[config.mk]
export PLATFORM = sky130hd
export DESIGN_NAME = ccpc_device_flat
export DESIGN_NICKNAME = d
export VERILOG_FILES = /design/src/ccpc_pkg.sv /design/src/ccpc_cp_if.sv /design/src/ccpc_device.sv /design/src/flat_wrapper.sv
export SDC_FILE = /design/constraint.sdc
export NUM_CORES = 1
export LEC_CHECK = 0
export ABC_AREA = 1
export BUFFER_PORTS_ARGS = -buffer_cell sky130_fd_sc_hd__buf_2
export CAP_MARGIN = 25
export CORE_MARGIN = 3
export CORE_UTILIZATION = 45
export DETAILED_ROUTE_END_ITERATION = 7
export HOLD_SLACK_MARGIN = 0.03
export PLACE_DENSITY = 0.62
export SLEW_MARGIN = 20
export SYNTH_ARGS = -nofsm -noshare
export SYNTH_HDL_FRONTEND = slang
export SYNTH_SLANG_ARGS = --single-unit
[constraint.sdc]
create_clock -name clk_i -period 20.1 [get_ports clk_i]
set_input_delay 4.02 -clock clk_i [delete_from_list [all_inputs] [get_ports clk_i]]
set_output_delay 4.02 -clock clk_i [all_outputs]
set_load 0.01 [all_outputs]
[src/ccpc_pkg.sv]
`default_nettype none
package ccpc_pkg;
  localparam logic [15:0] CLOCK_CONTROL_ADDR  = 16'h4000;
  localparam logic [15:0] PLL_SETTINGS_ADDR   = 16'h4002;
  localparam logic [15:0] PLL_LAST_ADDR       = 16'h4007;
  localparam logic [15:0] CONV_CONTROL_ADDR   = 16'h4017;
  localparam logic [15:0] POWER_ZERO_ADDR     = 16'h4080;
  localparam logic [15:0] POWER_ONE_ADDR      = 16'h4081;
  localparam logic [15:0] ENGINE_RATE_ADDR    = 16'h40EB;
  localparam logic [15:0] SERIAL_RATE_ADDR    = 16'h40F8;
  localparam logic [2:0]  PLL_LAST_IDX        = 3'h5;
  localparam int CLK_EN_BIT      = 0;
  localparam int CLK_RATE_LSB    = 1;
  localparam int CLK_SRC_BIT     = 3;
  localparam int PWR0_ENGINE_BIT = 0;
  localparam int PWR0_MEMCTL_BIT = 6;
  localparam int PWR1_ADC_BIT    = 0;
  localparam int PWR1_DAC_BIT    = 1;
  localparam int CONV_ADC_OSR    = 4;
  localparam int CONV_DAC_OSR    = 5;
  localparam int PLL_M_LSB       = 0;
  localparam int PLL_N_LSB       = 16;
  localparam int PLL_FRAC_BIT    = 32;
  localparam int PLL_X_LSB       = 33;
  localparam int PLL_R_LSB       = 35;
  localparam int PLL_EN_BIT      = 40;
  localparam int PLL_LOCK_BIT    = 41;
  localparam int PLL_TOP_LSB     = 40;
  localparam logic [7:0]  CLOCK_CONTROL_MASK = 8'h0F;
  localparam logic [7:0]  CONV_CONTROL_MASK  = 8'h37;
  localparam logic [7:0]  POWER_ONE_MASK     = 8'h03;
  localparam logic [7:0]  ENGINE_RATE_MASK   = 8'h0F;
  localparam logic [7:0]  SERIAL_RATE_MASK   = 8'h07;
  localparam logic [7:0]  PLL_TOP_MASK       = 8'h01;
  localparam logic [7:0]  REG_RESET          = 8'h00;
  localparam logic [47:0] PLL_RESET          = 48'h0;
  localparam logic [1:0]  RATE_1024FS        = 2'h3;
  localparam logic [23:0] CORE_DIV_PLL       = 24'h4;
  localparam logic [11:0] CORE_FS_MULT       = 12'h100;
  localparam int CLK_MHZ      = 125;
  localparam int LOCK_TIME_US = 3000;
  localparam int LOCK_CYCLES  = LOCK_TIME_US * CLK_MHZ;
  typedef enum logic [1:0] {HS_IDLE, HS_SINGLE, HS_BURST} ccpc_host_state_t;
endpackage
`default_nettype wire

[src/ccpc_cp_if.sv]
`default_nettype none
interface ccpc_cp_if;
  logic        valid;
  logic        write;
  logic        burst;
  logic [15:0] addr;
  logic [7:0]  wdata;
  logic        ack;
  logic [7:0]  rdata;
  logic        err;
  logic        power_down_pin_n;
  modport device (input valid, input write, input burst, input addr, input wdata,
                  input power_down_pin_n, output ack, output rdata, output err);
  modport host (output valid, output write, output burst, output addr, output wdata,
                output power_down_pin_n, input ack, input rdata, input err);
endinterface
`default_nettype wire

[src/ccpc_device.sv]
// Notes on behaviour
// - memory and engine power before engine access
// - filter oversampling 64 or 128, 128 default
// - power-down pin high stops the device
// - pin low again reinitializes to reset state
// - core clock always 256 times base rate
// - rate field picks direct divide 1 to 4
// - PLL source forces core divide by four
// - source bit: master clock or PLL
// - core clock enable gates all clocks
// - converter rate field scales base rate
// - engine and serial rates own fields
// - host should program equal rates everywhere
// - host writes six PLL bytes in one burst
// - integer mode multiplies by R only
// - PLL reference between 11 and 20 MHz
// - all rate clocks derive from core clock
// - converters and PLL individually switchable off
// - during lock with PLL source only clock registers accessible
// - fractional mode multiplies by R plus N/M
`default_nettype none
module ccpc_device
  import ccpc_pkg::*;
#(
  parameter int LOCK_CYCLES_P = LOCK_CYCLES
) (
  input  wire logic   clk_i,
  input  wire logic   rst_n_i,
  ccpc_cp_if.device   cp,
  output logic        core_tick_o,
  output logic        conv_fs_o,
  output logic        serial_fs_o,
  output logic        engine_fs_o,
  output logic        adc_osr64_o,
  output logic        dac_osr64_o,
  output logic        adc_on_o,
  output logic        dac_on_o,
  output logic        pll_on_o,
  output logic        pll_locked_o,
  output logic        memctl_on_o,
  output logic        engine_on_o,
  output logic        powered_down_o
);
  function automatic logic [11:0] rate_period(input logic [3:0] code);
    unique case (code)
      4'h1:    rate_period = CORE_FS_MULT * 12'h6;
      4'h2:    rate_period = CORE_FS_MULT * 12'h4;
      4'h3:    rate_period = CORE_FS_MULT * 12'h3;
      4'h4:    rate_period = CORE_FS_MULT * 12'h2;
      4'h5:    rate_period = CORE_FS_MULT + (CORE_FS_MULT >> 1);
      4'h6:    rate_period = CORE_FS_MULT >> 1;
      default: rate_period = CORE_FS_MULT;
    endcase
  endfunction

  logic        pdn_meta;
  logic        pdn_sync;
  logic        run_rst;
  logic [7:0]  clock_control;
  logic [7:0]  converter_control_zero;
  logic [7:0]  digital_power_enable_zero;
  logic [7:0]  digital_power_enable_one;
  logic [7:0]  engine_frame_rate;
  logic [7:0]  serial_port_rate;
  logic [47:0] pll_settings;
  logic [39:0] pll_stage;
  logic [2:0]  stage_idx;
  logic [31:0] lock_cnt;
  logic        pll_locked;
  logic        ack_q;
  logic        take;
  logic        in_pll;
  logic        is_setup;
  logic        clock_ok;
  logic        refused;
  logic        wr_ok;
  logic        pll_commit;
  logic [2:0]  pll_idx;
  logic [47:0] pll_view;
  logic [7:0]  rd_data;

  // pin high means powered down; registers go back to reset values
  always_ff @(posedge clk_i) begin
    if (!rst_n_i) begin
      pdn_meta <= 1'b0;
      pdn_sync <= 1'b0;
    end else begin
      pdn_meta <= cp.power_down_pin_n;
      pdn_sync <= pdn_meta;
    end
  end
  assign run_rst = !rst_n_i || pdn_sync;

  assign take     = cp.valid && !ack_q;
  assign in_pll   = (cp.addr >= PLL_SETTINGS_ADDR) && (cp.addr <= PLL_LAST_ADDR);
  assign pll_idx  = 3'(cp.addr - PLL_SETTINGS_ADDR);
  assign is_setup = (cp.addr == CLOCK_CONTROL_ADDR) || in_pll;
  assign clock_ok = clock_control[CLK_EN_BIT] && (!clock_control[CLK_SRC_BIT] || pll_locked);
  always_comb begin
    refused = !is_setup && !clock_ok;
    if ((cp.addr == ENGINE_RATE_ADDR) || (cp.addr == SERIAL_RATE_ADDR)) begin
      if (!(digital_power_enable_zero[PWR0_MEMCTL_BIT] && digital_power_enable_zero[PWR0_ENGINE_BIT])) begin
        refused = 1'b1;
      end
    end
  end
  assign wr_ok      = take && cp.write && !refused;
  assign pll_commit = wr_ok && in_pll && cp.burst && (pll_idx == stage_idx) && (pll_idx == PLL_LAST_IDX);

  assign pll_view = {pll_settings[47:PLL_LOCK_BIT+1], pll_locked, pll_settings[PLL_LOCK_BIT-1:0]};
  always_comb begin
    rd_data = 8'h00;
    if (in_pll) begin
      rd_data = pll_view[{pll_idx, 3'b000} +: 8];
    end else begin
      unique case (cp.addr)
        CLOCK_CONTROL_ADDR: rd_data = clock_control;
        CONV_CONTROL_ADDR:  rd_data = converter_control_zero;
        POWER_ZERO_ADDR:    rd_data = digital_power_enable_zero;
        POWER_ONE_ADDR:     rd_data = digital_power_enable_one;
        ENGINE_RATE_ADDR:   rd_data = engine_frame_rate;
        SERIAL_RATE_ADDR:   rd_data = serial_port_rate;
        default:            rd_data = 8'h00;
      endcase
    end
  end

  always_ff @(posedge clk_i) begin
    if (run_rst) begin
      ack_q    <= 1'b0;
      cp.rdata <= 8'h00;
      cp.err   <= 1'b0;
    end else begin
      ack_q    <= take;
      cp.rdata <= (take && !cp.write && !refused) ? rd_data : 8'h00;
      cp.err   <= take && refused;
    end
  end
  assign cp.ack = ack_q;

  always_ff @(posedge clk_i) begin
    if (run_rst) begin
      clock_control             <= REG_RESET;
      converter_control_zero    <= REG_RESET;
      digital_power_enable_zero <= REG_RESET;
      digital_power_enable_one  <= REG_RESET;
      engine_frame_rate         <= REG_RESET;
      serial_port_rate          <= REG_RESET;
    end else if (wr_ok) begin
      unique case (cp.addr)
        CLOCK_CONTROL_ADDR: clock_control             <= cp.wdata & CLOCK_CONTROL_MASK;
        CONV_CONTROL_ADDR:  converter_control_zero    <= cp.wdata & CONV_CONTROL_MASK;
        POWER_ZERO_ADDR:    digital_power_enable_zero <= cp.wdata;
        POWER_ONE_ADDR:     digital_power_enable_one  <= cp.wdata & POWER_ONE_MASK;
        ENGINE_RATE_ADDR:   engine_frame_rate         <= cp.wdata & ENGINE_RATE_MASK;
        SERIAL_RATE_ADDR:   serial_port_rate          <= cp.wdata & SERIAL_RATE_MASK;
        default: ;
      endcase
    end
  end

  // pll bytes are staged and only land when the sixth arrives in one burst
  always_ff @(posedge clk_i) begin
    if (run_rst) begin
      pll_settings <= PLL_RESET;
      pll_stage    <= 40'h0;
      stage_idx    <= 3'h0;
    end else if (take) begin
      stage_idx <= 3'h0;
      if (wr_ok && in_pll && cp.burst && (pll_idx == stage_idx)) begin
        if (pll_commit) begin
          pll_settings <= {cp.wdata & PLL_TOP_MASK, pll_stage};
        end else begin
          pll_stage[{pll_idx, 3'b000} +: 8] <= cp.wdata;
          stage_idx <= stage_idx + 3'h1;
        end
      end
    end
  end

  always_ff @(posedge clk_i) begin
    if (run_rst || pll_commit || !pll_settings[PLL_EN_BIT]) begin
      lock_cnt   <= 32'h0;
      pll_locked <= 1'b0;
    end else if (!pll_locked) begin
      if (lock_cnt >= 32'(LOCK_CYCLES_P - 1)) begin
        pll_locked <= 1'b1;
      end else begin
        lock_cnt <= lock_cnt + 32'h1;
      end
    end
  end

  // clock settings are taken only at a divider wrap so no runt tick escapes
  logic [1:0] div_cnt;
  logic [1:0] active_rate;
  logic       active_src;
  logic       active_en;
  logic [1:0] eff_rate;
  assign eff_rate = clock_control[CLK_SRC_BIT] ? RATE_1024FS : clock_control[CLK_RATE_LSB +: 2];
  always_ff @(posedge clk_i) begin
    if (run_rst) begin
      div_cnt     <= 2'h0;
      active_rate <= 2'h0;
      active_src  <= 1'b0;
      active_en   <= 1'b0;
    end else if (div_cnt == active_rate) begin
      div_cnt     <= 2'h0;
      active_rate <= eff_rate;
      active_src  <= clock_control[CLK_SRC_BIT];
      active_en   <= clock_control[CLK_EN_BIT];
    end else begin
      div_cnt <= div_cnt + 2'h1;
    end
  end

  // pll model: core ticks per master cycle = (R + N/M) / (4 (X + 1)) in fractional mode, R / (4 (X + 1)) in integer mode; saturates at one per cycle
  logic [23:0] nco_acc;
  logic [23:0] nco_num;
  logic [23:0] nco_den;
  logic [23:0] nco_sum;
  logic [23:0] x_div;
  logic        frac_mode;
  logic        nco_tick;
  logic        raw_tick;
  assign frac_mode = pll_settings[PLL_FRAC_BIT] && (pll_settings[PLL_M_LSB +: 16] != 16'h0);
  assign x_div     = {22'h0, pll_settings[PLL_X_LSB +: 2]} + 24'h1;
  assign nco_num   = frac_mode ? ({20'h0, pll_settings[PLL_R_LSB +: 4]} * {8'h0, pll_settings[PLL_M_LSB +: 16]}
                                  + {8'h0, pll_settings[PLL_N_LSB +: 16]})
                               : {20'h0, pll_settings[PLL_R_LSB +: 4]};
  assign nco_den   = (frac_mode ? {8'h0, pll_settings[PLL_M_LSB +: 16]} : 24'h1) * x_div * CORE_DIV_PLL;
  assign nco_sum   = nco_acc + nco_num;
  assign nco_tick  = (nco_num >= nco_den) || (nco_sum >= nco_den);
  always_ff @(posedge clk_i) begin
    if (run_rst || !pll_locked || (nco_num >= nco_den)) begin
      nco_acc <= 24'h0;
    end else if (nco_sum >= nco_den) begin
      nco_acc <= nco_sum - nco_den;
    end else begin
      nco_acc <= nco_sum;
    end
  end
  assign raw_tick = active_en && (active_src ? (pll_locked && nco_tick) : (div_cnt == active_rate));

  logic [11:0] fs_cnt [3];
  logic [3:0]  fs_code [3];
  logic [2:0]  fs_run;
  logic [2:0]  fs_q;
  assign fs_code[0] = {1'b0, converter_control_zero[2:0]};
  assign fs_code[1] = {1'b0, serial_port_rate[2:0]};
  assign fs_code[2] = engine_frame_rate[3:0];
  assign fs_run     = {digital_power_enable_zero[PWR0_ENGINE_BIT], 1'b1,
                       digital_power_enable_one[PWR1_ADC_BIT] | digital_power_enable_one[PWR1_DAC_BIT]};
  always_ff @(posedge clk_i) begin
    for (int i = 0; i < 3; i++) begin
      if (run_rst) begin
        fs_cnt[i] <= 12'h0;
        fs_q[i]   <= 1'b0;
      end else begin
        fs_q[i] <= 1'b0;
        if (raw_tick && fs_run[i]) begin
          if (fs_cnt[i] >= rate_period(fs_code[i]) - 12'h1) begin
            fs_cnt[i] <= 12'h0;
            fs_q[i]   <= 1'b1;
          end else begin
            fs_cnt[i] <= fs_cnt[i] + 12'h1;
          end
        end
      end
    end
  end

  always_ff @(posedge clk_i) begin
    if (run_rst) begin
      core_tick_o <= 1'b0;
    end else begin
      core_tick_o <= raw_tick;
    end
  end
  assign conv_fs_o      = fs_q[0];
  assign serial_fs_o    = fs_q[1];
  assign engine_fs_o    = fs_q[2];
  assign adc_osr64_o    = converter_control_zero[CONV_ADC_OSR];
  assign dac_osr64_o    = converter_control_zero[CONV_DAC_OSR];
  assign adc_on_o       = digital_power_enable_one[PWR1_ADC_BIT];
  assign dac_on_o       = digital_power_enable_one[PWR1_DAC_BIT];
  assign pll_on_o       = pll_settings[PLL_EN_BIT];
  assign pll_locked_o   = pll_locked;
  assign memctl_on_o    = digital_power_enable_zero[PWR0_MEMCTL_BIT];
  assign engine_on_o    = digital_power_enable_zero[PWR0_ENGINE_BIT];
  assign powered_down_o = pdn_sync;
endmodule
`default_nettype wire

[src/flat_wrapper.sv]
// flat-port wrapper written by rule: the top's interface ports become plain ports
module ccpc_device_flat import ccpc_pkg::*;
#(
  parameter int LOCK_CYCLES_P = LOCK_CYCLES
)
  (clk_i, rst_n_i, core_tick_o, conv_fs_o, serial_fs_o, engine_fs_o, adc_osr64_o, dac_osr64_o, adc_on_o, dac_on_o, pll_on_o, pll_locked_o, memctl_on_o, engine_on_o, powered_down_o, cp_valid, cp_write, cp_burst, cp_addr, cp_wdata, cp_power_down_pin_n, cp_ack, cp_rdata, cp_err);
  ccpc_cp_if cp_i ();
  input  wire logic clk_i;
  input  wire logic rst_n_i;
  output logic core_tick_o;
  output logic conv_fs_o;
  output logic serial_fs_o;
  output logic engine_fs_o;
  output logic adc_osr64_o;
  output logic dac_osr64_o;
  output logic adc_on_o;
  output logic dac_on_o;
  output logic pll_on_o;
  output logic pll_locked_o;
  output logic memctl_on_o;
  output logic engine_on_o;
  output logic powered_down_o;
  input wire logic [$bits(cp_i.valid)-1:0] cp_valid;
  input wire logic [$bits(cp_i.write)-1:0] cp_write;
  input wire logic [$bits(cp_i.burst)-1:0] cp_burst;
  input wire logic [$bits(cp_i.addr)-1:0] cp_addr;
  input wire logic [$bits(cp_i.wdata)-1:0] cp_wdata;
  input wire logic [$bits(cp_i.power_down_pin_n)-1:0] cp_power_down_pin_n;
  output wire logic [$bits(cp_i.ack)-1:0] cp_ack;
  output wire logic [$bits(cp_i.rdata)-1:0] cp_rdata;
  output wire logic [$bits(cp_i.err)-1:0] cp_err;
  assign cp_i.valid = cp_valid;
  assign cp_i.write = cp_write;
  assign cp_i.burst = cp_burst;
  assign cp_i.addr = cp_addr;
  assign cp_i.wdata = cp_wdata;
  assign cp_i.power_down_pin_n = cp_power_down_pin_n;
  assign cp_ack = cp_i.ack;
  assign cp_rdata = cp_i.rdata;
  assign cp_err = cp_i.err;
  ccpc_device #(.LOCK_CYCLES_P(LOCK_CYCLES_P)) u_core (.clk_i(clk_i), .rst_n_i(rst_n_i), .cp(cp_i), .core_tick_o(core_tick_o), .conv_fs_o(conv_fs_o), .serial_fs_o(serial_fs_o), .engine_fs_o(engine_fs_o), .adc_osr64_o(adc_osr64_o), .dac_osr64_o(dac_osr64_o), .adc_on_o(adc_on_o), .dac_on_o(dac_on_o), .pll_on_o(pll_on_o), .pll_locked_o(pll_locked_o), .memctl_on_o(memctl_on_o), .engine_on_o(engine_on_o), .powered_down_o(powered_down_o));
endmodule
==> results_dict.tcl <==
set metrics [dict create \
    cp_max_fo 19 \
    use_met2_pct 35.2 \
    cts_tree "built" \
    grt.overflow.total 0 \
    ios 53 \
    met3_usage_pct 2.58 \
    layout_common_cells "inv_1, nand2_1, a21oi_1" \
    grt_max_degree 77 \
    cp-end-kind "register" \
    critPathSlowestCell "dfxtp_1" \
    p_leak_nw 8.58 \
    maxCapViolCount 0 \
    htree_levels 1 \
    drc_errors 0 \
    async_flop_share_pct 0 \
    hold_viol_final 0 \
    hp-class "reg2reg" \
    cts.clk_slew.worst_paths_ns 0.06 \
    postCtsResizedCells 0 \
    p_int_w 0.000795 \
    core_um2 37000 \
    drt_iter0_drc 1119 \
    vias 14700 \
    power.share.sequential_pct 44.9 \
    wl_per_cell_um 15.5 \
    ctsHoldBuffers 0 \
    rsz0062_at_grt "no" \
    wirelength_um 43400 \
    antenna_cells 0 \
    cts_buffers 28 \
    min_period_ns 9.18 \
    synth_edf_count 36 \
    via_per_inst 5.25 \
    switchingPower_w 0.000263 \
    antenna_found_initial 0 \
    yosysSeqAreaShare_pct 28.5 \
    p_total_w 0.00106 \
    vdd_drop_max_v 0.0000693 \
    cp.required_ns 20.28 \
    ys_seq_elements 225 \
    p_per_area_nw_per_um2 56.9 \
    clockRootBuffer "clkbuf_16" \
    clkPwrFrac_pct 48.4 \
    nNetsFinal 2508 \
    tns_ns 0 \
    p_comb_share_pct 6.7 \
    grt-busiest-layer "met2" \
    nFillCells 3708 \
    postSynthCellCount 2273 \
    detailed_place_hpwl_um 33000 \
    status "completed" \
    gr-usage-all-layers_pct 21.2 \
    grt_pass1_wl_um 71500 \
    drtPass1Iterations 5 \
    globalplace.congestion 0.903 \
    fin_crit_sh_pct 45.7 \
    clk_path_buf_depth 3 \
    arrival_ns 9.36 \
    final_common_cell "inv_1" \
    first_global_vias 14300 \
    synthToLayoutAreaGrowth_pct 8.99 \
    synth_ff_type "dfxtp_1" \
    cts_sinks 225 \
    drive_gt1_share_pct 9.42 \
    avgSynthCellArea_um2 7.51 \
    syn_nets 2500 \
    cpMostUsedCell "nand2_1" \
    met1_usage_pct 29.4 \
    die_y_um 201 \
    finalClockSkew_ns 0.0381 \
    critPathMaxStageDelay_ns 0.81 \
    fp.dieW_um 201 \
    cts_setup_buffers 0 \
    port_buffers 52 \
    clk_latency_ns 0.59 \
    yosysUniqueCellTypes 64 \
    rows 70 \
    critical_path_class "reg2reg" \
    slew-limit-headroom_pct 39.5 \
    start_util_pct 46.2 \
    drv_slew 0 \
    synth_area_um2 17100 \
    start_kind "register" \
    worstMarginPinSlew_ns 0.904 \
    dieArea_um2 40300 \
    ys_warn_count 0 \
    max_freq_ghz 0.109 \
    setup_viol 0 \
    ant_nets 0 \
    p_sw_share_pct 24.9 \
]
## sequential cells by signal, summed over array words and instances, names as in the netlist, 2 cells and up
register,count
u_core.serial_port_rate,3
u_core.lock_cnt,32
u_core.div_cnt,2
u_core.clock_control,4
u_core.converter_control_zero,5
u_core.pll_stage,40
u_core.digital_power_enable_one,2
u_core.active_rate,2
u_core.stage_idx,3
u_core.nco_acc,24
u_core.pll_settings,41
u_core.digital_power_enable_zero,8
u_core.engine_frame_rate,4
u_core.fs_q,3
u_core.fs_cnt,36
u_core.cp.rdata,8
## worst paths after layout
check | from | slack, ns | endpoint | cells after the start
setup / recovery | u_core.pll_settings[37] | 10.92 | u_core.fs_cnt[2][3] | 39
hold / removal | u_core.pdn_meta | 0.42 | u_core.powered_down_o | 2
setup reg to reg | u_core.pll_settings[37] | 10.92 | u_core.fs_cnt[2][3] | 39
hold reg to reg | u_core.pdn_meta | 0.42 | u_core.powered_down_o | 2
## logic make-up after synthesis
| logic type | after synthesis | synth area share [%] |
|---|---|---|
| simple gates | 760 | 21.6 |
| compound gates | 505 | 16.6 |
| buf+inv | 493 | 11.4 |
| flops | 225 | 28.5 |
| fa+ha+maj | 197 | 17.1 |
| xor+xnor | 93 | 4.77 |
## through the flow
stage | worst slack, ns | util, % | cells | area [µm²] | hold slack, ns
2_1_floorplan | 11.76 | - | 2273 | 17100 | 0.390
3_5_place_dp | 10.75 | 47.7 | 2755 | 17600 | 0.407
5_1_grt | 10.07 | 50.3 | 2807 | 18600 | 0.457
3_3_place_gp | 11.06 | 47.7 | 2755 | 17600 | 0.396
6_report | 10.92 | 50.3 | 2807 | 18600 | 0.419
4_1_cts | 10.70 | 50.3 | 2807 | 18600 | 0.422
## critical path, delay by kind of cell (launching register included)
family                     cells  cell delay (ns)
AOI/OAI and AO/OA             11             2.68
adders and majority gates      6             2.62
and+or+nand+nor               18             2.36
DFF                            1             0.81
buffers and inverters          3             0.19
xor gates and xnor gates       1             0.09
## synth_stat cells (all sizes together) (4+ instances only)
master,count,area [µm²]
clkbuf,41,155
xnor2,40,350
a21oi,237,1200
buf,41,245
dfxtp,189,3780
fa,60,1200
o21a,6,45.0
a22oi,4,30.0
o21ai,170,851
nor4,13,81.3
a21o,4,30.0
o21bai,9,67.6
nand2,319,1250
a31oi,12,75.1
nor2,184,873
ha,137,1710
inv,409,1540
o211ai,6,45.0
nand3,125,663
nand3b,4,30.0
nand4,30,251
a211oi,33,298
nor3b,4,30.0
a21boi,6,45.0
xor2,53,464
nor3,60,370
edfxtp,36,1080
or2,14,87.6
## cell type report
type                            count  area, µm²  area share, %
Inverter                          411       1550           8.32
Timing Repair Buffer               60        320           1.72
Tap cell                          504        631           3.39
Clock inverter                     10        113          0.605
Clock buffer                       42        853           4.59
Sequential cell                   225       4860           26.1
Multi-Input combinational cell   1555      10300           55.2
## power by group through the flow
stage	Clock [W]	Combinational, W	Sequential [W]
3_3_place_gp	0	0.0000687	0.000485
4_1_cts	0.000525	0.0000706	0.000475
2_1_floorplan	0	0.0000497	0.000483
3_5_place_dp	0	0.0000700	0.000485
5_1_grt	0.000543	0.0000795	0.000476
6_report	0.000512	0.0000712	0.000475
## per-layer routing
| layer | vias to the layer above | share of wire, % |
|---|---|---|
| li1 | 7481 | - |
| met1 | 6860 | 48 |
| met2 | 333 | 45 |
| met3 | 66 | 4.9 |
| met4 | 0 | 2.4 |
| met5 | - | 0 |
(Power assumes the default switching activity.)
